## config.mk

```make
export PLATFORM = sky130hd
export DESIGN_NAME = shared_line_command_sequencer
export DESIGN_NICKNAME = d
export VERILOG_FILES = /design/src/include/seq_pkg.sv /design/src/pin_sync3.sv /design/src/shared_line_command_sequencer.sv
export SDC_FILE = /design/constraint.sdc
export NUM_CORES = 1
export LEC_CHECK = 0
export BUFFER_PORTS_ARGS = -buffer_cell sky130_fd_sc_hd__clkbuf_2
export CAP_MARGIN = 20
export CELL_PAD_IN_SITES_DETAIL_PLACEMENT = 0
export CELL_PAD_IN_SITES_GLOBAL_PLACEMENT = 1
export CORE_MARGIN = 10
export CORE_UTILIZATION = 48
export CTS_BUF_LIST = sky130_fd_sc_hd__clkbuf_16
export DETAILED_ROUTE_END_ITERATION = 8
export HOLD_SLACK_MARGIN = 0.08
export PLACE_DENSITY = 0.95
export SYNTH_ARGS = -nofsm -noshare
export SYNTH_HDL_FRONTEND = slang
export SYNTH_HIERARCHICAL = 1
export SYNTH_SLANG_ARGS = --single-unit
export TNS_END_PERCENT = 20
```

## constraint.sdc

```tcl
create_clock -name clk_sys -period 8.07 [get_ports clk_sys]
set_input_delay 0.4035 -clock clk_sys [delete_from_list [all_inputs] [get_ports clk_sys]]
set_output_delay 0.4035 -clock clk_sys [all_outputs]
set_load 0.02 [all_outputs]
```

## src/include/seq_pkg.sv

```systemverilog
// shared constants and types for the serial command sequencer
package seq_pkg;

  // ==========================================================================
  // line buffer and characters
  localparam int BUF_LEN = 12;
  localparam logic [3:0] BUF_LAST = 4'hC;
  localparam logic [7:0] CH_BS = 8'h08;
  localparam logic [7:0] CH_LF = 8'h0A;
  localparam logic [7:0] CH_CR = 8'h0D;
  localparam logic [7:0] CH_ESC = 8'h1B;
  localparam logic [7:0] CH_SPACE = 8'h20;
  localparam logic [7:0] CH_PLUS = 8'h2B;
  localparam logic [7:0] CH_MINUS = 8'h2D;
  localparam logic [7:0] CH_ZERO = 8'h30;
  localparam logic [7:0] CH_SOFT = 8'h40;
  localparam logic [7:0] CH_DEL = 8'h7F;
  localparam logic [7:0] CH_LOWER_A = 8'h61;
  localparam logic [7:0] CH_LOWER_Z = 8'h7A;
  localparam logic [7:0] CASE_MASK = 8'hDF;

  // ==========================================================================
  // motion opcodes (upper case)
  localparam logic [7:0] OP_RUN_PROG = 8'h47;
  localparam logic [7:0] OP_WAIT = 8'h57;
  localparam logic [7:0] OP_CONST = 8'h4D;
  localparam logic [7:0] OP_HOME = 8'h46;
  localparam logic [7:0] OP_REL = 8'h52;

  // ==========================================================================
  // timing
  localparam int CLK_PERIOD_NS = 10;
  localparam int EXEC_TYPICAL_NS = 1000000;
  localparam int EXEC_VELOCITY_NS = 4000000;
  localparam int EXEC_CLEAR_NS = 1500000000;
  localparam int EXEC_TYPICAL_CYC = EXEC_TYPICAL_NS / CLK_PERIOD_NS;
  localparam int EXEC_VELOCITY_CYC = EXEC_VELOCITY_NS / CLK_PERIOD_NS;
  localparam int EXEC_LIMIT_CYC = EXEC_CLEAR_NS / CLK_PERIOD_NS;
  localparam int WD_W = 28;
  localparam logic [2:0] SETTLE_CYC = 3'h4;

  // ==========================================================================
  // result formatting
  localparam int RES_W = 24;
  localparam int RES_DIGITS = 7;
  localparam logic [3:0] EMIT_CR = 4'h8;
  localparam logic [3:0] EMIT_LF = 4'h9;

  typedef enum logic [2:0] {
    K_PLAIN, K_RUN_PROG, K_WAIT, K_CONST, K_HOME, K_INDEX
  } cmd_kind_t;

  typedef struct packed {
    logic [BUF_LEN*8-1:0] text;
    logic [3:0] len;
    cmd_kind_t kind;
  } cmd_t;

  typedef struct packed {
    logic shared_sel_n;
    logic jog_req;
    logic go_req;
    logic soft_stop_pin;
    logic home_sensor;
  } pins_t;

  typedef struct packed {
    logic motion_busy;
    logic ramp_busy;
    logic prog_busy;
  } motor_stat_t;

endpackage

```

## src/pin_sync3.sv

```systemverilog
// three-stage synchroniser that accepts a change once stages two and three agree
`timescale 1ns/1ns
module pin_sync3 #(
  parameter int W = 1,
  parameter logic [W-1:0] INIT = '0
) (
  input wire logic clk_sys,
  input wire logic reset,
  input wire logic clk_en,
  input wire logic [W-1:0] din,
  output logic [W-1:0] dout
);
  logic [W-1:0] s1_q, s2_q, s3_q, out_q;
  logic [W-1:0] out_d;

  always_comb begin
    out_d = out_q;
    for (int i = 0; i < W; i++) begin
      if (s2_q[i] == s3_q[i]) begin
        out_d[i] = s3_q[i];
      end
    end
  end

  always_ff @(posedge clk_sys) begin
    if (reset) begin
      s1_q <= INIT;
      s2_q <= INIT;
      s3_q <= INIT;
      out_q <= INIT;
    end else if (clk_en) begin
      s1_q <= din;
      s2_q <= s1_q;
      s3_q <= s2_q;
      out_q <= out_d;
    end
  end

  assign dout = out_q;
endmodule

```

## src/shared_line_command_sequencer.sv

```systemverilog
// command sequencer: line entry, execution, result text and completion tracking
`timescale 1ns/1ns
// What this block does
// each reset: select pin low means shared-line mode, name loaded from storage
// shared mode: echo nothing until line feed followed by our name
// every axis listens to host line; woken axis starts echoing
// woken axis holds transmit-enable low until terminating line feed is resent
// motion commands get completion cycle; others only entry, execution, result
// idle polls jog request, go request and incoming command start
// entry buffers characters; edit only single mode; CR ends it in single mode, LF in shared mode
// escape clears buffer, leaves program mode, hard-stops, ends program
// second motion command waits for earlier completion to finish
// result is space-padded signed number then CR LF, or CR LF only; shared mode sends LF without CR
// ready output high from first character through result cycle
// completion ends per motion kind: program, motion, ramp, home, index
// non-motion commands still run while motion completes, except program
// one motion command queues during completion; execution deferred
// while queued only soft stop (byte or pin) and escape act
// pending ends with CR in single mode, LF in shared mode; running program is always pending
// soft stop acts only while commanded motion runs
// soft stop decelerates, cancels queued command, ends program
// soft stop waits for earlier ramp when queue holds speed commands
// jog and home are constant speed; home stops without ramp
// jog and command reception exclude each other
// expected execution times; longest bounds the execution watchdog
// shared mode resends terminating line feed after any result
// host keeps lines within twelve characters
// name match is exact byte compare right after line feed
module shared_line_command_sequencer import seq_pkg::*; #(
  parameter int EXEC_LIMIT = EXEC_LIMIT_CYC
) (
  input wire logic clk_sys,
  input wire logic reset,
  input wire logic clk_en,
  input wire pins_t pins_raw,
  input wire motor_stat_t motor,
  input wire logic rx_valid,
  input wire logic [7:0] rx_byte,
  input wire logic tx_ready,
  input wire logic name_ack,
  input wire logic [7:0] name_data,
  input wire logic exec_done,
  input wire logic exec_has_result,
  input wire logic signed [RES_W-1:0] exec_result,
  output logic tx_valid,
  output logic [7:0] tx_byte,
  output logic tx_enable_n,
  output logic ready_n,
  output logic name_req,
  output logic exec_valid,
  output cmd_t exec_cmd,
  output logic hard_stop,
  output logic soft_stop,
  output logic prog_abort,
  output logic go_start,
  output logic jog_run,
  output logic shared_mode
);
  // ==========================================================================
  // pin synchronisation
  pins_t pins;
  pin_sync3 #(.W(5), .INIT(5'h10)) u_pin_sync (
    .clk_sys(clk_sys),
    .reset(reset),
    .clk_en(clk_en),
    .din(pins_raw),
    .dout(pins)
  );

  // ==========================================================================
  // helpers
  function automatic cmd_kind_t classify(input logic [7:0] c);
    logic [7:0] u;
    u = (c >= CH_LOWER_A && c <= CH_LOWER_Z) ? (c & CASE_MASK) : c;
    if (u == OP_RUN_PROG) return K_RUN_PROG;
    if (u == OP_WAIT) return K_WAIT;
    if (u == OP_CONST) return K_CONST;
    if (u == OP_HOME) return K_HOME;
    if (u == OP_REL || u == CH_PLUS || u == CH_MINUS) return K_INDEX;
    return K_PLAIN;
  endfunction

  function automatic logic [23:0] pow10(input logic [2:0] i);
    case (i)
      3'h0: return 24'h000001;
      3'h1: return 24'h00000A;
      3'h2: return 24'h000064;
      3'h3: return 24'h0003E8;
      3'h4: return 24'h002710;
      3'h5: return 24'h0186A0;
      default: return 24'h0F4240;
    endcase
  endfunction

  // slot k of eight: padding spaces, sign slot, then digits from the first nonzero
  function automatic logic [7:0] fmt_char(input logic [27:0] dg, input logic neg, input logic [3:0] k);
    logic [3:0] f;
    logic [3:0] d;
    f = 4'h7;
    for (int j = 7; j >= 1; j--) begin
      if (dg[(7-j)*4 +: 4] != 4'h0) f = j[3:0];
    end
    d = (k >= 4'h1) ? dg[(7 - k) * 4 +: 4] : 4'h0;
    if (k < f - 4'h1) return CH_SPACE;
    if (k == f - 4'h1) return neg ? CH_MINUS : CH_SPACE;
    return CH_ZERO + {4'h0, d};
  endfunction

  // ==========================================================================
  // state
  typedef enum logic [3:0] {
    S_LOAD, S_IDLE, S_JOG, S_ENTRY, S_PENDING, S_EXEC, S_DIGITS, S_EMIT, S_DRAIN
  } state_t;

  state_t state_q, state_d;
  logic [2:0] settle_q, settle_d;
  logic [7:0] name_q, name_d;
  logic shared_q, shared_d, awake_q, awake_d, last_lf_q, last_lf_d;
  logic [BUF_LEN*8-1:0] buf_q, buf_d;
  logic [3:0] len_q, len_d;
  cmd_kind_t kind_q, kind_d, compl_kind_q, compl_kind_d;
  logic compl_q, compl_d, sent_q, sent_d, soft_hold_q, soft_hold_d;
  logic go_prev_q, go_prev_d, soft_prev_q, soft_prev_d;
  logic [WD_W-1:0] wd_q, wd_d;
  logic [23:0] mag_q, mag_d;
  logic [2:0] didx_q, didx_d;
  logic [27:0] dig_q, dig_d;
  logic neg_q, neg_d, has_res_q, has_res_d;
  logic [3:0] emit_q, emit_d;
  logic tx_valid_q, tx_valid_d, txen_n_q, txen_n_d, ready_n_q, ready_n_d, name_req_q, name_req_d;
  logic [7:0] tx_byte_q, tx_byte_d;
  logic exec_valid_q, exec_valid_d, hard_q, hard_d, soft_q, soft_d, pabort_q, pabort_d;
  logic go_q, go_d, jog_q, jog_d;
  logic compl_end, echo_ok, esc_in, soft_in, soft_req, soft_fire;
  logic [7:0] term;

  always_comb begin
    state_d = state_q;
    settle_d = settle_q;
    name_d = name_q;
    shared_d = shared_q;
    awake_d = awake_q;
    last_lf_d = rx_valid ? (rx_byte == CH_LF) : last_lf_q;
    buf_d = buf_q;
    len_d = len_q;
    kind_d = kind_q;
    compl_d = compl_q;
    compl_kind_d = compl_kind_q;
    sent_d = sent_q;
    soft_hold_d = soft_hold_q;
    go_prev_d = pins.go_req;
    soft_prev_d = pins.soft_stop_pin;
    wd_d = wd_q;
    mag_d = mag_q;
    didx_d = didx_q;
    dig_d = dig_q;
    neg_d = neg_q;
    has_res_d = has_res_q;
    emit_d = emit_q;
    tx_valid_d = (tx_valid_q && tx_ready) ? 1'b0 : tx_valid_q;
    tx_byte_d = tx_byte_q;
    txen_n_d = txen_n_q;
    ready_n_d = ready_n_q;
    name_req_d = name_req_q;
    exec_valid_d = 1'b0;
    hard_d = 1'b0;
    soft_d = 1'b0;
    pabort_d = 1'b0;
    go_d = 1'b0;
    jog_d = jog_q;
    term = shared_q ? CH_LF : CH_CR;
    echo_ok = !shared_q || awake_q;
    esc_in = rx_valid && rx_byte == CH_ESC;
    soft_in = rx_valid && rx_byte == CH_SOFT;
    // completion end per motion kind
    unique case (compl_kind_q)
      K_RUN_PROG: compl_end = !motor.prog_busy;
      K_WAIT: compl_end = !motor.motion_busy;
      K_CONST: compl_end = !motor.ramp_busy;
      K_HOME: compl_end = pins.home_sensor;
      K_INDEX: compl_end = !motor.motion_busy;
      default: compl_end = 1'b1;
    endcase
    if (compl_q && compl_end) compl_d = 1'b0;

    unique case (state_q)
      S_LOAD: begin
        // let the select pin settle through the synchroniser before sampling it
        if (settle_q != SETTLE_CYC) begin
          settle_d = settle_q + 3'h1;
        end else if (name_ack && name_req_q) begin
          name_req_d = 1'b0;
          name_d = name_data;
          shared_d = !pins.shared_sel_n;
          ready_n_d = 1'b0;
          state_d = S_IDLE;
        end else begin
          name_req_d = 1'b1;
        end
      end
      S_IDLE: begin
        if (rx_valid && !esc_in && !soft_in) begin
          if (compl_q && compl_kind_q == K_RUN_PROG) begin
            // running program counts as pending: other input ignored
          end else if (shared_q) begin
            if (last_lf_q && rx_byte == name_q) begin
              awake_d = 1'b1;
              txen_n_d = 1'b0;
              tx_valid_d = 1'b1;
              tx_byte_d = rx_byte;
              len_d = 4'h0;
              ready_n_d = 1'b1;
              state_d = S_ENTRY;
            end
          end else if (rx_byte != CH_CR && rx_byte != CH_LF) begin
            buf_d[7:0] = rx_byte;
            len_d = 4'h1;
            tx_valid_d = 1'b1;
            tx_byte_d = rx_byte;
            ready_n_d = 1'b1;
            state_d = S_ENTRY;
          end
        end else if (!rx_valid && !compl_q) begin
          if (pins.jog_req) begin
            jog_d = 1'b1;
            state_d = S_JOG;
          end else if (pins.go_req && !go_prev_q) begin
            go_d = 1'b1;
            compl_d = 1'b1;
            compl_kind_d = K_RUN_PROG;
          end
        end
      end
      S_JOG: begin
        // characters other than escape arriving while jogging are dropped
        if (!pins.jog_req) jog_d = 1'b0;
        if (!jog_q && !motor.motion_busy) state_d = S_IDLE;
      end
      S_ENTRY: begin
        if (rx_valid && !esc_in) begin
          if (rx_byte == term) begin
            kind_d = classify(buf_q[7:0]);
            sent_d = 1'b0;
            wd_d = '0;
            if (compl_q && (kind_d != K_PLAIN || compl_kind_q == K_RUN_PROG)) begin
              state_d = S_PENDING;
            end else begin
              state_d = S_EXEC;
            end
          end else if (!shared_q && (rx_byte == CH_BS || rx_byte == CH_DEL)) begin
            if (len_q != 4'h0) len_d = len_q - 4'h1;
            tx_valid_d = 1'b1;
            tx_byte_d = rx_byte;
          end else begin
            if (len_q != BUF_LAST) begin
              buf_d[{len_q, 3'b000} +: 8] = rx_byte;
              len_d = len_q + 4'h1;
            end
            tx_valid_d = echo_ok;
            tx_byte_d = rx_byte;
          end
        end
      end
      S_PENDING: begin
        if (!compl_q || compl_end) state_d = S_EXEC;
      end
      S_EXEC: begin
        exec_valid_d = !sent_q;
        sent_d = 1'b1;
        wd_d = wd_q + 1'b1;
        if (sent_q && (exec_done || wd_q >= EXEC_LIMIT[WD_W-1:0])) begin
          if (kind_q != K_PLAIN) begin
            compl_d = 1'b1;
            compl_kind_d = kind_q;
          end
          has_res_d = exec_done && exec_has_result;
          neg_d = exec_result[RES_W-1];
          mag_d = exec_result[RES_W-1] ? 24'(-exec_result) : 24'(exec_result);
          dig_d = '0;
          didx_d = 3'(RES_DIGITS - 1);
          emit_d = has_res_d ? 4'h0 : EMIT_CR;
          if (has_res_d) state_d = S_DIGITS;
          else state_d = S_EMIT;
        end
      end
      S_DIGITS: begin
        // one subtraction per cycle keeps the result path free of dividers
        if (mag_q >= pow10(didx_q)) begin
          mag_d = mag_q - pow10(didx_q);
          dig_d[{didx_q, 2'b00} +: 4] = dig_q[{didx_q, 2'b00} +: 4] + 4'h1;
        end else if (didx_q == 3'h0) begin
          state_d = S_EMIT;
        end else begin
          didx_d = didx_q - 3'h1;
        end
      end
      S_EMIT: begin
        if (!tx_valid_q || tx_ready) begin
          tx_valid_d = 1'b1;
          if (emit_q == EMIT_LF) begin
            tx_byte_d = CH_LF;
            state_d = S_DRAIN;
          end else if (emit_q == EMIT_CR) begin
            tx_byte_d = CH_CR;
            tx_valid_d = !shared_q;
            emit_d = EMIT_LF;
          end else begin
            tx_byte_d = fmt_char(dig_q, neg_q, emit_q);
            emit_d = emit_q + 4'h1;
          end
        end
      end
      S_DRAIN: begin
        if (!tx_valid_q || tx_ready) begin
          txen_n_d = 1'b1;
          awake_d = 1'b0;
          ready_n_d = 1'b0;
          len_d = 4'h0;
          state_d = S_IDLE;
        end
      end
      default: state_d = S_LOAD;
    endcase

    // soft stop: only while commanded motion runs
    soft_req = motor.motion_busy && state_q != S_LOAD && state_q != S_JOG
      && ((soft_in && (state_q == S_IDLE || state_q == S_PENDING))
      || (pins.soft_stop_pin && !soft_prev_q));
    if (soft_req && state_q == S_PENDING && kind_q == K_CONST && compl_kind_q == K_CONST
        && motor.ramp_busy) begin
      soft_hold_d = 1'b1;
    end
    soft_fire = (soft_req && !soft_hold_d) || (soft_hold_q && !motor.ramp_busy);
    if (soft_fire) begin
      soft_hold_d = 1'b0;
      soft_d = 1'b1;
      if (compl_q && compl_kind_q == K_RUN_PROG) pabort_d = 1'b1;
      if (state_q == S_PENDING) begin
        state_d = S_IDLE;
        len_d = 4'h0;
        ready_n_d = 1'b0;
        awake_d = 1'b0;
        txen_n_d = 1'b1;
      end
    end

    // escape aborts everything at once, addressed or not
    if (esc_in && state_q != S_LOAD) begin
      hard_d = 1'b1;
      pabort_d = 1'b1;
      soft_hold_d = 1'b0;
      compl_d = 1'b0;
      len_d = 4'h0;
      jog_d = 1'b0;
      awake_d = 1'b0;
      txen_n_d = 1'b1;
      ready_n_d = 1'b0;
      state_d = S_IDLE;
    end
  end

  always_ff @(posedge clk_sys) begin
    if (reset) begin
      state_q <= S_LOAD;
      settle_q <= 3'h0;
      name_q <= 8'h00;
      shared_q <= 1'b0;
      awake_q <= 1'b0;
      last_lf_q <= 1'b0;
      buf_q <= '0;
      len_q <= 4'h0;
      kind_q <= K_PLAIN;
      compl_q <= 1'b0;
      compl_kind_q <= K_PLAIN;
      sent_q <= 1'b0;
      soft_hold_q <= 1'b0;
      go_prev_q <= 1'b0;
      soft_prev_q <= 1'b0;
      wd_q <= '0;
      mag_q <= 24'h000000;
      didx_q <= 3'h0;
      dig_q <= 28'h0000000;
      neg_q <= 1'b0;
      has_res_q <= 1'b0;
      emit_q <= 4'h0;
      tx_valid_q <= 1'b0;
      tx_byte_q <= 8'h00;
      txen_n_q <= 1'b1;
      ready_n_q <= 1'b1;
      name_req_q <= 1'b0;
      exec_valid_q <= 1'b0;
      hard_q <= 1'b0;
      soft_q <= 1'b0;
      pabort_q <= 1'b0;
      go_q <= 1'b0;
      jog_q <= 1'b0;
    end else if (clk_en) begin
      state_q <= state_d;
      settle_q <= settle_d;
      name_q <= name_d;
      shared_q <= shared_d;
      awake_q <= awake_d;
      last_lf_q <= last_lf_d;
      buf_q <= buf_d;
      len_q <= len_d;
      kind_q <= kind_d;
      compl_q <= compl_d;
      compl_kind_q <= compl_kind_d;
      sent_q <= sent_d;
      soft_hold_q <= soft_hold_d;
      go_prev_q <= go_prev_d;
      soft_prev_q <= soft_prev_d;
      wd_q <= wd_d;
      mag_q <= mag_d;
      didx_q <= didx_d;
      dig_q <= dig_d;
      neg_q <= neg_d;
      has_res_q <= has_res_d;
      emit_q <= emit_d;
      tx_valid_q <= tx_valid_d;
      tx_byte_q <= tx_byte_d;
      txen_n_q <= txen_n_d;
      ready_n_q <= ready_n_d;
      name_req_q <= name_req_d;
      exec_valid_q <= exec_valid_d;
      hard_q <= hard_d;
      soft_q <= soft_d;
      pabort_q <= pabort_d;
      go_q <= go_d;
      jog_q <= jog_d;
    end
  end

  // ==========================================================================
  // outputs
  assign tx_valid = tx_valid_q;
  assign tx_byte = tx_byte_q;
  assign tx_enable_n = txen_n_q;
  assign ready_n = ready_n_q;
  assign name_req = name_req_q;
  assign exec_valid = exec_valid_q;
  assign exec_cmd = '{text: buf_q, len: len_q, kind: kind_q};
  assign hard_stop = hard_q;
  assign soft_stop = soft_q;
  assign prog_abort = pabort_q;
  assign go_start = go_q;
  assign jog_run = jog_q;
  assign shared_mode = shared_q;
endmodule

```

==> summary by stage, run 1 <==
CTS
The post-cts repair resize count is 0. The clock reaches the later pin of the worst-skew pair after 570 ps. TritonCTS built the clock tree. In this run, CTS created clock tree buffers numbering 28. The clock passes through at most 3 buffers. The buffer type at the clock tree root is sky130_fd_sc_hd__clkbuf_16. The clock transition at the register clock pins on the worst setup and hold paths after CTS is 60 ps. CTS saw ~260 sinks. In this run the number of H-tree levels came out at 1.

Timing
The worst hold slack after final layout is 98.9 ps. The max-slew violation count is 0. The total count of hold-check failures in the final report is 0. The post-layout minimum cycle time is 5550 ps. Setup repair after global routing left no endpoint under its margin. The transition time of the tightest slew-check pin is between 1000 and 1500 ps.

For this run, the top clock speed supported by timing is 180 MHz. The final period utilization is 68.8%. The slack of the critical path is 2520 ps. The worst-case headroom to the max-slew limit is 28.1%.

The setup skew after layout is approximately 25 ps. Setup violations remaining at the end of the flow were counted as 0. The aggregate negative setup slack is 0 ps.

Yosys
The average footprint of a synthesized cell is 8.13 µm². The dominant register cell in the synthesized netlist is sky130_fd_sc_hd__dfxtp_1. Synthesis inferred between 200 and 300 register bits. Counting flops with a built-in enable in the synthesized netlist gives 0. Counting every net in the synthesized netlist gives 1901. The area of the mapped netlist is 0.0146 mm². The distinct cell type count after synthesis is between 80 and 90. For this run, the register share of the synthesized area comes to 34.9%. The count of warnings emitted by yosys is 6. The post-synthesis async set-or-reset flop share is 0%. The number of instances in the synthesized netlist is 1798.

Run status
The run finished with clean final reports.

Setup path
The worst setup path is of the flip-flop to flip-flop kind. The category of the worst setup path launch point is a flip-flop. In this run the worst path has a maximum fanout of 24. The register-to-register setup slack is 2520 ps. Measured in cells, the most critical reg-to-reg path has a length of 15.

The worst register-to-register path ends at dig_q[0]. STA puts the critical path data arrival time at 6000 ps. The capturing element type of the critical path is a flip-flop. The required arrival time at the worst endpoint is about 8500 ps. The startpoint identified for the worst register-to-register timing path is didx_q[0].

Power and ir drop
The internal cell power is approximately 2.1 mW. The share of total power dissipated in combinational logic is under 10%. The fraction of power spent switching nets is 23.7%. The power density over cell area is 163 mW/mm². Across the VDD grid, the largest voltage drop is 0.184 mV.

The relative contribution of the clock network to total power is 47.6%. The static leakage is 7.00 nW. Summed over all nets, the switching power comes to between 0.6 and 0.7 mW. Sequential cells burn a little under half of the power.

Place
Once detailed placement completed, the half-perimeter wirelength came to 31300 µm. In this run, placement finished with an instance count of roughly 2300. The worst setup slack after placement is 2600 ps.

The number of input and output port buffers inserted is 177. The congestion estimate from routability-driven global placement came to 0.908.

Detailed routing
The detailed-route via count is 14000. Dividing the detail-routed via count by the number of cells gives 6.03. The first TritonRoute pass finished after 5 iterations. The routed wire length is 44000 µm. The residual DRC count is 0. In this run the remaining antenna-violating nets after routing total 0. Dividing the detail-routed wire length by the instance count gives 18.9 µm. The iteration-0 DRC count of the detailed router is between 1000 and 1500.

Global routing
The initial antenna violation count is 1. The largest net degree at the start of global routing is 96. The number of global-route vias before repair is 13600.

The first global-routing pass estimated 71800 µm of wire. Global routing consumed, over all layers together, 22.1% of the routing resources. The total overflow left after global routing is 0.

Min path
In this run the worst hold path is classified as input port to flip-flop. In this run the most critical hold path is launched from name_data[7]. The worst hold path terminates at name_q[7]. The worst hold path passes through 3 cells.

Cells and area
Leaving out fill and tap cells, the most frequent cells in the layout are 255 x sky130_fd_sc_hd__dfxtp_1, 211 x sky130_fd_sc_hd__nor2_1, 179 x sky130_fd_sc_hd__nand2_1. The finished layout holds roughly 2300 standard cells, fillers aside. Once layout is complete, the utilization of the core stands at a little under three fifths.

Cells with a size suffix above 1 make up 15.0% of the layout. The post-layout net count is 2022. Compared with the post-synthesis result, the final layout area differs by 14.1%. The filler cells instantiated in the layout total 2742. Leaving out fill and tap cells, the most frequent cell in the layout is sky130_fd_sc_hd__dfxtp_1.

Die
The core region is 0.0299 mm². In this run the horizontal extent of the chip is between 150 and 200 µm. The cell row count is 63. The I/O pin total is 178. The die outline area is 0.0379 mm². The initial core utilization is 49.0%. The height of the die is 195 µm.

Job
The tool flagged a number of max-cap violations equal to 0.
==> layout make-up <==
| class | count | area, µm² | area share [%] |
|---|---|---|---|
| Multi-Input combinational cell | 1384 | 8900 | 53.3 |
| Sequential cell | 255 | 5100 | 30.6 |
| Clock inverter | 23 | 218 | 1.31 |
| Tap cell | 390 | 488 | 2.93 |
| Timing Repair Buffer | 200 | 1080 | 6.50 |
| Antenna cell | 1 | 2.50 | 0.0150 |
| Inverter | 50 | 188 | 1.13 |
| Clock buffer | 28 | 701 | 4.20 |
==> flip-flops by register name (all words and copies together) (netlist names), 5 cells and up <==
register         count
buf_q               96
u_pin_sync/s1_q      5
u_pin_sync/s2_q      5
name_q               8
wd_q                28
u_pin_sync/s3_q      5
dig_q               28
tx_byte              8
mag_q               24
u_pin_sync/dout      5
==> logic make-up after synthesis <==
| kind of cell | share of synthesized area (%) |
|---|---|
| AO/OA/AOI/OAI | 19.8 |
| AND/OR/NAND/NOR | 23.8 |
| other | 0.0256 |
| buffers and inverters | 4.35 |
| flip-flops | 34.9 |
| adder cells (fa/ha/maj) | 4.07 |
| XOR/XNOR | 3.23 |
| multiplexers | 9.88 |
==> worst max-delay path, stage by stage, from the launching register on <==
cell	delay [ps]
sky130_fd_sc_hd__dfxtp_1	970
sky130_fd_sc_hd__inv_1	320
sky130_fd_sc_hd__ha_1	360
sky130_fd_sc_hd__ha_1	260
sky130_fd_sc_hd__nor3_1	230
sky130_fd_sc_hd__nor2b_1	310
sky130_fd_sc_hd__nor3_1	100
sky130_fd_sc_hd__ha_1	340
sky130_fd_sc_hd__nand2_1	100
sky130_fd_sc_hd__nor3_1	440
sky130_fd_sc_hd__and3_1	250
sky130_fd_sc_hd__a21boi_2	300
sky130_fd_sc_hd__o211a_1	510
sky130_fd_sc_hd__buf_4	370
sky130_fd_sc_hd__o21ai_0	240
sky130_fd_sc_hd__o32ai_1	330
==> per-layer routing <==
layer | wire length, µm | up-vias | GRT usage (%)
met1 | 19400 | 6659 | 29.4
met5 | 0 | - | 0
li1 | - | 6790 | -
met2 | 20300 | 533 | 36.3
met3 | 3440 | 65 | 4.06
met4 | 813 | 0 | 5.20
==> Yosys cell counts, drive strengths merged, types with 10 or more instances <==
master  number  area, µm²
a211oi      21        158
a21o        14        105
a21oi      125        629
a311oi      10       87.6
a31oi       13       81.3
and2        25        156
and3        24        150
buf         14       92.6
clkbuf      95        357
dfxtp      255       5100
ha          46        576
inv         49        184
mux2        11        124
mux2i      114       1140
nand2      184        703
nand2b      13       81.3
nand3       67        335
nand4       19        119
nor2       211        792
nor2b       27        169
nor3        55        280
nor4        19        125
o211ai      27        208
o21a        13       97.6
o21ai       79        395
o221ai      12        105
o31ai       14        110
o32ai       16        140
or3         16        100
or4         10       78.8
xnor2       20        175
xor2        34        298
==> stage by stage <==
stage | instance area [µm²] | power (mW)
after global routing | 16700 | 2.80
after global placement | 15700 | 1.44
final | 16700 | 2.72
after floorplan | 14600 | 1.39
after detailed placement | 15700 | 1.44
after CTS | 16700 | 2.73
==> worst max-delay path by stage <==
stage	startpoint	endpoint	slack [ps]	cells after the start
global route	didx_q[0]	dig_q[0]	1880	15
detailed placement	didx_q[0]	dig_q[0]	2600	15
finish	didx_q[0]	dig_q[0]	2520	15
global placement	didx_q[0]	dig_q[8]	2800	15
CTS	didx_q[0]	dig_q[0]	2550	15
floorplan	didx_q[0]	mag_q[11]	3730	17
==> power by group through the flow <==
stage          logic [mW]  registers, mW  clock network, mW
2_1_floorplan      0.0913           1.30                  0
3_3_place_gp        0.141           1.30                  0
3_5_place_dp        0.143           1.30                  0
4_1_cts             0.147           1.27               1.31
5_1_grt             0.163           1.27               1.36
6_report            0.148           1.27               1.29
==> timing repair <==
| item | CTS | global route |
|---|---|---|
| hold endpoints to repair | 8 | 0 |
| setup buffers | 0 | 0 |
| hold buffers | 8 | 0 |
No activity file was read; power rests on OpenSTA's default activity.
==> run 2: changes to the inputs <==
--- a/config.mk
+++ b/config.mk
@@ -10,11 +10,11 @@
 export CELL_PAD_IN_SITES_DETAIL_PLACEMENT = 0
 export CELL_PAD_IN_SITES_GLOBAL_PLACEMENT = 1
 export CORE_MARGIN = 10
-export CORE_UTILIZATION = 48
+export CORE_UTILIZATION = 44
 export CTS_BUF_LIST = sky130_fd_sc_hd__clkbuf_16
 export DETAILED_ROUTE_END_ITERATION = 8
 export HOLD_SLACK_MARGIN = 0.08
-export PLACE_DENSITY = 0.95
+export PLACE_DENSITY = 0.91
 export SYNTH_ARGS = -nofsm -noshare
 export SYNTH_HDL_FRONTEND = slang
 export SYNTH_HIERARCHICAL = 1
==> constraint.sdc (replaced) <==
create_clock -name clk_sys -period 5.4 [get_ports clk_sys]
set_input_delay 0.27 -clock clk_sys [delete_from_list [all_inputs] [get_ports clk_sys]]
set_output_delay 0.27 -clock clk_sys [all_outputs]
set_load 0.02 [all_outputs]
==> summary by stage, run 2 (synthesis gave the netlist of run 1 again) <==
Run status
Outcome: completed (unchanged).

Timing
The worst-case headroom to the max-slew limit is 31.9% (was 28.1%). The slack of the critical path came to 509 ps (was 2520 ps). The total of endpoints with negative setup slack in the final report was 0 (unchanged). The setup skew after layout is 29.7 ps (was 24.6 ps).

The highest attainable clock frequency is 204 MHz (was 180 MHz). The aggregate negative setup slack is 0 ps (unchanged). The total count of hold-check failures in the final report is 0 (unchanged). RSZ-0062 raised after global routing: false (unchanged). The transition time of the tightest slew-check pin is 1010 ps (was 1070 ps). The max-slew violation count is 0 (unchanged).

The final period utilization is 90.6% (was 68.8%). The post-layout minimum cycle time was 4890 ps (was 5550 ps).

Detailed routing
The residual DRC count is 0 (unchanged). The number of optimization iterations in the first detailed-route pass is 7 (was 5). The average routed wire per standard cell was 18.4 µm (was 18.9 µm). The detailed-route via count was 14100 (was 14000).

The routed wire length came to 44000 µm (about the same). The count of antenna-violating nets left after detailed routing is 0 (unchanged). The detailed-route vias per instance is 5.88 (was 6.03). The iteration-0 DRC count of the detailed router came to 1073 (was 1253).

CTS
The clock transition at the register clock pins on the worst setup and hold paths after CTS came to 60 ps (about the same). The TritonCTS clock tree is done (unchanged). The number of levels the H-tree was split into is 1 (unchanged). The buffer type at the clock tree root is sky130_fd_sc_hd__clkbuf_16 (unchanged). The maximum clock insertion buffer count is 3 (unchanged). The post-cts repair resize count is 0 (unchanged).

The clock latency at the later pin of the worst-skew pair came to 560 ps (was 570 ps). The number of buffers created by CTS is 28 (unchanged). The total clock sinks is 255 (unchanged).

Place
The cell area reported after detailed placement is 0.0158 mm² (was 0.0157 mm²). The worst setup slack after placement is 564 ps (was 2600 ps). The HPWL after detailed placement is 31500 µm (was 31300 µm). The routability congestion estimate from global placement is 0.898 (was 0.908). The number of input and output port buffers inserted is 177 (unchanged).

Global routing
The sum of overflow across all layers after global routing is 0 (unchanged). The number of global-route vias before repair is 13300 (was 13600). The initial antenna violation count is 1 (unchanged). The largest net degree at the start of global routing is 189 (was 96). The aggregate global-route resource usage is 20.3% (was 22.1%). The global-route wire length before repair is 70800 µm (was 71800 µm).

Setup path
The highest net fanout along the worst path is 13 (was 24). The data arrival time at the worst-slack endpoint is 5330 ps (was 6000 ps). The category of the worst setup path launch point is a flip-flop (unchanged). The reg-to-reg startpoint is didx_q[1] (was didx_q[0]). The launching instance or port of the critical path was didx_q[1] (was didx_q[0]). The required arrival time at the worst endpoint came to 5840 ps (was 8520 ps). The kind of critical path is flip-flop to flip-flop (unchanged). The capturing element type of the critical path is a flip-flop (unchanged).

Die
The I/O pin total came to 178 (unchanged). The floorplan die width is 202 µm (was 195 µm). The die outline area is 0.0409 mm² (was 0.0379 mm²). The initial core utilization is 44.7% (was 49.0%). The total core area was 0.0327 mm² (was 0.0299 mm²). The cell row count was 66 (was 63). The height of the die is 202 µm (was 195 µm).

Cells and area
The final non-filler cell area is 0.0168 mm² (was 0.0167 mm²). The commonest non-fill, non-tap cell in the layout is sky130_fd_sc_hd__dfxtp_1 (unchanged). The number of flip-flops under the largest register name came to 96 (unchanged). Commonest cells after routing, fill and taps aside: 255 x sky130_fd_sc_hd__dfxtp_1, 211 x sky130_fd_sc_hd__nor2_1, 179 x sky130_fd_sc_hd__nand2_1 (unchanged). The post-layout net count was 2028 (was 2022). The count of inserted antenna diode cells came to 0 (was 1). Regs by FF count: buf_q: 96 flops, dig_q: 28 flops, wd_q: 28 flops (unchanged). The layout overhead on the synthesized area is 14.8% (was 14.1%). The register bank with the most flops is buf_q (unchanged). The ratio of cells with drive above 1 in the final layout was 15.2% (was 15.0%).

Power and ir drop
The peak supply drop is 0.219 mV (was 0.184 mV). The static leakage is 7.01 nW (was 7.00 nW). The power density over cell area is 237 mW/mm² (was 163 mW/mm²).

Min path
The startpoint of the lowest-slack hold path was motor[1] (was name_data[7]). The class of the tightest hold or removal check is input port to flip-flop (unchanged).

Job
The count of max-cap constraint violations is 0 (unchanged).
[run 2: stage by stage]
step	hold slack, ps	total power [mW]	std cells	utilization (%)
3_5_place_dp	449	2.16	2323	48.2
3_3_place_gp	440	2.15	2323	48.2
6_report	116	3.99	2389	51.4
4_1_cts	97.2	4.01	2389	51.4
2_1_floorplan	392	2.08	1798	-
5_1_grt	119	4.12	2389	51.4
[run 2: timing repair]
item | CTS | global route
hold buffers | 14 | 0
hold endpoints to repair | 14 | 0
setup buffers | 0 | 0
[run 2: final timing paths]
kind	slack [ps]	end	cells past startpoint
worst max register to register	510	mag_q[22]	14
worst min-delay path	120	soft_hold_q	5
worst max-delay path	510	mag_q[22]	14
worst min register to register	450	tx_byte[1]	2
[run 2: cell type report]
cell class	count	area, µm²
Clock buffer	28	701
Clock inverter	24	198
Fill cell	3137	15900
Inverter	50	188
Multi-Input combinational cell	1384	8900
Sequential cell	255	5100
Tap cell	442	553
Timing Repair Buffer	206	1160
[run 2: metal layers]
layer  vias to the layer above  GRT usage [%]  share of wire [%]
li1                       6800              -                  -
met1                      6653           27.3                 45
met2                       522           32.4                 45
met3                        80           3.69                7.0
met4                         2           6.16                2.7
met5                         -              0              0.030
[run 2: power by group]
group          total [mW]  internal [mW]  leakage (nW)  switching, mW
Sequential           1.90           1.89          2.06         0.0118
Combinational       0.224         0.0762          4.50          0.148
Clock                1.86           1.05         0.446          0.811
Total                3.99           3.02          7.01          0.970
[run 2: critical path, cell delays in order, from the launching register on]
cell	delay (ps)
sky130_fd_sc_hd__dfxtp_1	630
sky130_fd_sc_hd__inv_1	200
sky130_fd_sc_hd__ha_1	280
sky130_fd_sc_hd__ha_1	270
sky130_fd_sc_hd__nor3_1	250
sky130_fd_sc_hd__nor2b_1	290
sky130_fd_sc_hd__inv_1	160
sky130_fd_sc_hd__ha_1	380
sky130_fd_sc_hd__and3_1	210
sky130_fd_sc_hd__and2_1	220
sky130_fd_sc_hd__a32oi_1	290
sky130_fd_sc_hd__nand2b_1	240
sky130_fd_sc_hd__o211ai_2	550
sky130_fd_sc_hd__nand2_1	420
sky130_fd_sc_hd__a221oi_1	370
==> run 3: changes to the inputs <==
--- a/config.mk
+++ b/config.mk
@@ -11,7 +11,6 @@
 export CELL_PAD_IN_SITES_GLOBAL_PLACEMENT = 1
 export CORE_MARGIN = 10
 export CORE_UTILIZATION = 44
-export CTS_BUF_LIST = sky130_fd_sc_hd__clkbuf_16
 export DETAILED_ROUTE_END_ITERATION = 8
 export HOLD_SLACK_MARGIN = 0.08
 export PLACE_DENSITY = 0.91
==> summary by stage, run 3 (synthesis gave the netlist of run 1 again) <==
Run status
Outcome: completed (unchanged).

Cells and area
The count of inserted antenna diode cells came to 0 (unchanged). The sequential cell area came to 0.00510 mm² (unchanged). The number of flip-flops under the largest register name is 96 (unchanged).

The register bank with the most flops is buf_q (unchanged). Commonest cells after routing, fill and taps aside: 255 x sky130_fd_sc_hd__dfxtp_1, 211 x sky130_fd_sc_hd__nor2_1, 179 x sky130_fd_sc_hd__nand2_1 (unchanged). The number of standard cells in the layout, taps in and fillers out was 2389 (unchanged). The ratio of cells with drive above 1 in the final layout is 15.3% (was 15.2%). The post-layout net count is 2028 (unchanged). The core utilization of the finished layout was 51.4% (about the same). The combined area of the multi-input logic cells came to 0.00890 mm² (unchanged). The final-layout fill cell count came to 3134 (was 3137). The commonest non-fill, non-tap cell in the layout is sky130_fd_sc_hd__dfxtp_1 (unchanged). Regs by FF count: buf_q: 96 flops, dig_q: 28 flops, wd_q: 28 flops (unchanged). The layout overhead on the synthesized area is 15.0% (was 14.8%).

Timing
The highest attainable clock frequency is 205 MHz (was 204 MHz). The total of endpoints with negative setup slack in the final report came to 0 (unchanged). The slack of the critical path is 515 ps (was 509 ps).

The total count of hold-check failures in the final report came to 0 (unchanged). RSZ-0062 raised after global routing: false (unchanged). The post-layout minimum cycle time is 4890 ps (about the same).

The max-slew violation count was 0 (unchanged). The transition time of the tightest slew-check pin is 1020 ps (was 1010 ps). The setup skew after layout is 28.9 ps (was 29.7 ps). The final period utilization is 90.5% (was 90.6%). The aggregate negative setup slack is 0 ps (unchanged). The worst-case headroom to the max-slew limit came to 31.8% (was 31.9%).

CTS
The post-CTS repair timing setup buffer count is 0 (unchanged). The clock transition at the register clock pins on the worst setup and hold paths after CTS is 60 ps (about the same). The total clock sinks came to 255 (unchanged).

The post-cts repair resize count is 0 (unchanged). The number of buffers created by CTS was 28 (unchanged). The buffer type at the clock tree root is sky130_fd_sc_hd__clkbuf_16 (unchanged). The cts-stage hold buffer count came to 14 (unchanged). The clock latency at the later pin of the worst-skew pair is 560 ps (about the same).

The number of levels the H-tree was split into is 1 (unchanged). The maximum clock insertion buffer count is 3 (unchanged). The TritonCTS clock tree was done (unchanged).

Power and ir drop
The power density over cell area is 239 mW/mm² (was 237 mW/mm²). The static leakage is 7.00 nW (was 7.01 nW). The peak supply drop is 0.218 mV (was 0.219 mV). The overall power was 4.02 mW (was 3.99 mW).

Global routing
The aggregate global-route resource usage is 20.3% (about the same). The global-route wire length before repair came to 70800 µm (about the same). The largest net degree at the start of global routing is 189 (unchanged).

The number of global-route vias before repair came to 13300 (about the same). The initial antenna violation count is 1 (unchanged). The sum of overflow across all layers after global routing is 0 (unchanged).

Die
The die outline area came to 0.0409 mm² (unchanged). The I/O pin total is 178 (unchanged). The height of the die is 202 µm (unchanged).

The initial core utilization is 44.7% (unchanged). The total core area is 0.0327 mm² (unchanged). The floorplan die width is 202 µm (unchanged).

The cell row count came to 66 (unchanged).

Detailed routing
The residual DRC count is 0 (unchanged). The detailed-route vias per instance is 5.88 (about the same). The average routed wire per standard cell is 18.4 µm (about the same). The count of antenna-violating nets left after detailed routing is 0 (unchanged). The number of optimization iterations in the first detailed-route pass came to 5 (was 7). The routed wire length was 44000 µm (about the same). The detailed-route via count came to 14100 (about the same). The iteration-0 DRC count of the detailed router is 1067 (was 1073).

Place
The number of placed instances with taps included is 2323 (unchanged). The worst setup slack after placement is 564 ps (unchanged). The HPWL after detailed placement is 31500 µm (unchanged). The number of input and output port buffers inserted is 177 (unchanged). The routability congestion estimate from global placement is 0.898 (unchanged).

Setup path
The category of the worst setup path launch point is a flip-flop (unchanged). The cell family contributing the most delay on the critical path is simple AND/OR/NAND/NOR gates (unchanged). The required arrival time at the worst endpoint came to 5840 ps (about the same). Ordered list of cells on the worst path: inv_1 -> ha_1 -> ha_1 -> nor3_1 -> nor2b_1 -> nor3_1 -> ha_1 -> nand2_1 -> nor3_1 -> and3_1 -> a21boi_2 -> o211a_1 -> buf_4 -> o22ai_1 -> a31o_2 (was inv_1 -> ha_1 -> ha_1 -> nor3_1 -> nor2b_1 -> inv_1 -> ha_1 -> and3_1 -> and2_1 -> a32oi_1 -> nand2b_1 -> o211ai_2 -> nand2_1 -> a221oi_1). The data arrival time at the worst-slack endpoint is 5320 ps (was 5330 ps). The kind of critical path is flip-flop to flip-flop (unchanged). The cell at the slowest stage of the critical path is sky130_fd_sc_hd__dfxtp_1 (unchanged). The capturing element type of the critical path is a flip-flop (unchanged). The highest net fanout along the worst path is 18 (was 13). The register-to-register setup slack is 510 ps (about the same).

The delay of the slowest cell on the worst path is 630 ps (about the same). The buffers plus inverters on the worst setup path came to 2 (unchanged).

Min path
The class of the tightest hold or removal check is input port to flip-flop (unchanged).

Job
The count of max-cap constraint violations is 0 (unchanged).
-- run 3: per-layer routing --
| metal | GRT usage [%] | share of wire [%] | vias up |
|---|---|---|---|
| li1 | - | - | 6802 |
| met1 | 27.3 | 45 | 6626 |
| met2 | 32.4 | 45 | 539 |
| met3 | 3.69 | 7.4 | 84 |
| met4 | 6.16 | 2.7 | 2 |
| met5 | 0 | 0.030 | - |
-- run 3: cell type report --
cell class                      count  area share, %
Sequential cell                   255           30.4
Inverter                           50           1.12
Clock inverter                     18           1.04
Multi-Input combinational cell   1384           52.9
Tap cell                          442           3.29
Clock buffer                       34           4.42
Timing Repair Buffer              206           6.88
-- run 3: per-stage QoR --
step | instance area [µm²] | hold WS [ps]
4_1_cts | 16800 | 97.3
3_5_place_dp | 15800 | 449
6_report | 16800 | 118
2_1_floorplan | 14600 | 392
5_1_grt | 16800 | 119
3_3_place_gp | 15800 | 440
-- run 3: path summary, 6_finish.rpt --
path              start           to  cells after the start
max           didx_q[1]    mag_q[11]                     15
max reg2reg   didx_q[1]    mag_q[11]                     15
min reg2reg  tx_byte[1]   tx_byte[1]                      2
min            motor[1]  soft_hold_q                      5
-- run 3: power breakdown --
group | internal, mW | total [mW] | switching (mW)
Sequential | 1.89 | 1.90 | 0.0119
Combinational | 0.0762 | 0.224 | 0.148
Clock | 1.08 | 1.89 | 0.809
-- run 3: tightest hold or removal path: stages --
cell and delay (ps):
sky130_fd_sc_hd__clkbuf_2 120, sky130_fd_sc_hd__nand2_1 50, sky130_fd_sc_hd__nand2_1 60, sky130_fd_sc_hd__a21oi_1 60
sky130_fd_sc_hd__nor2_1 80
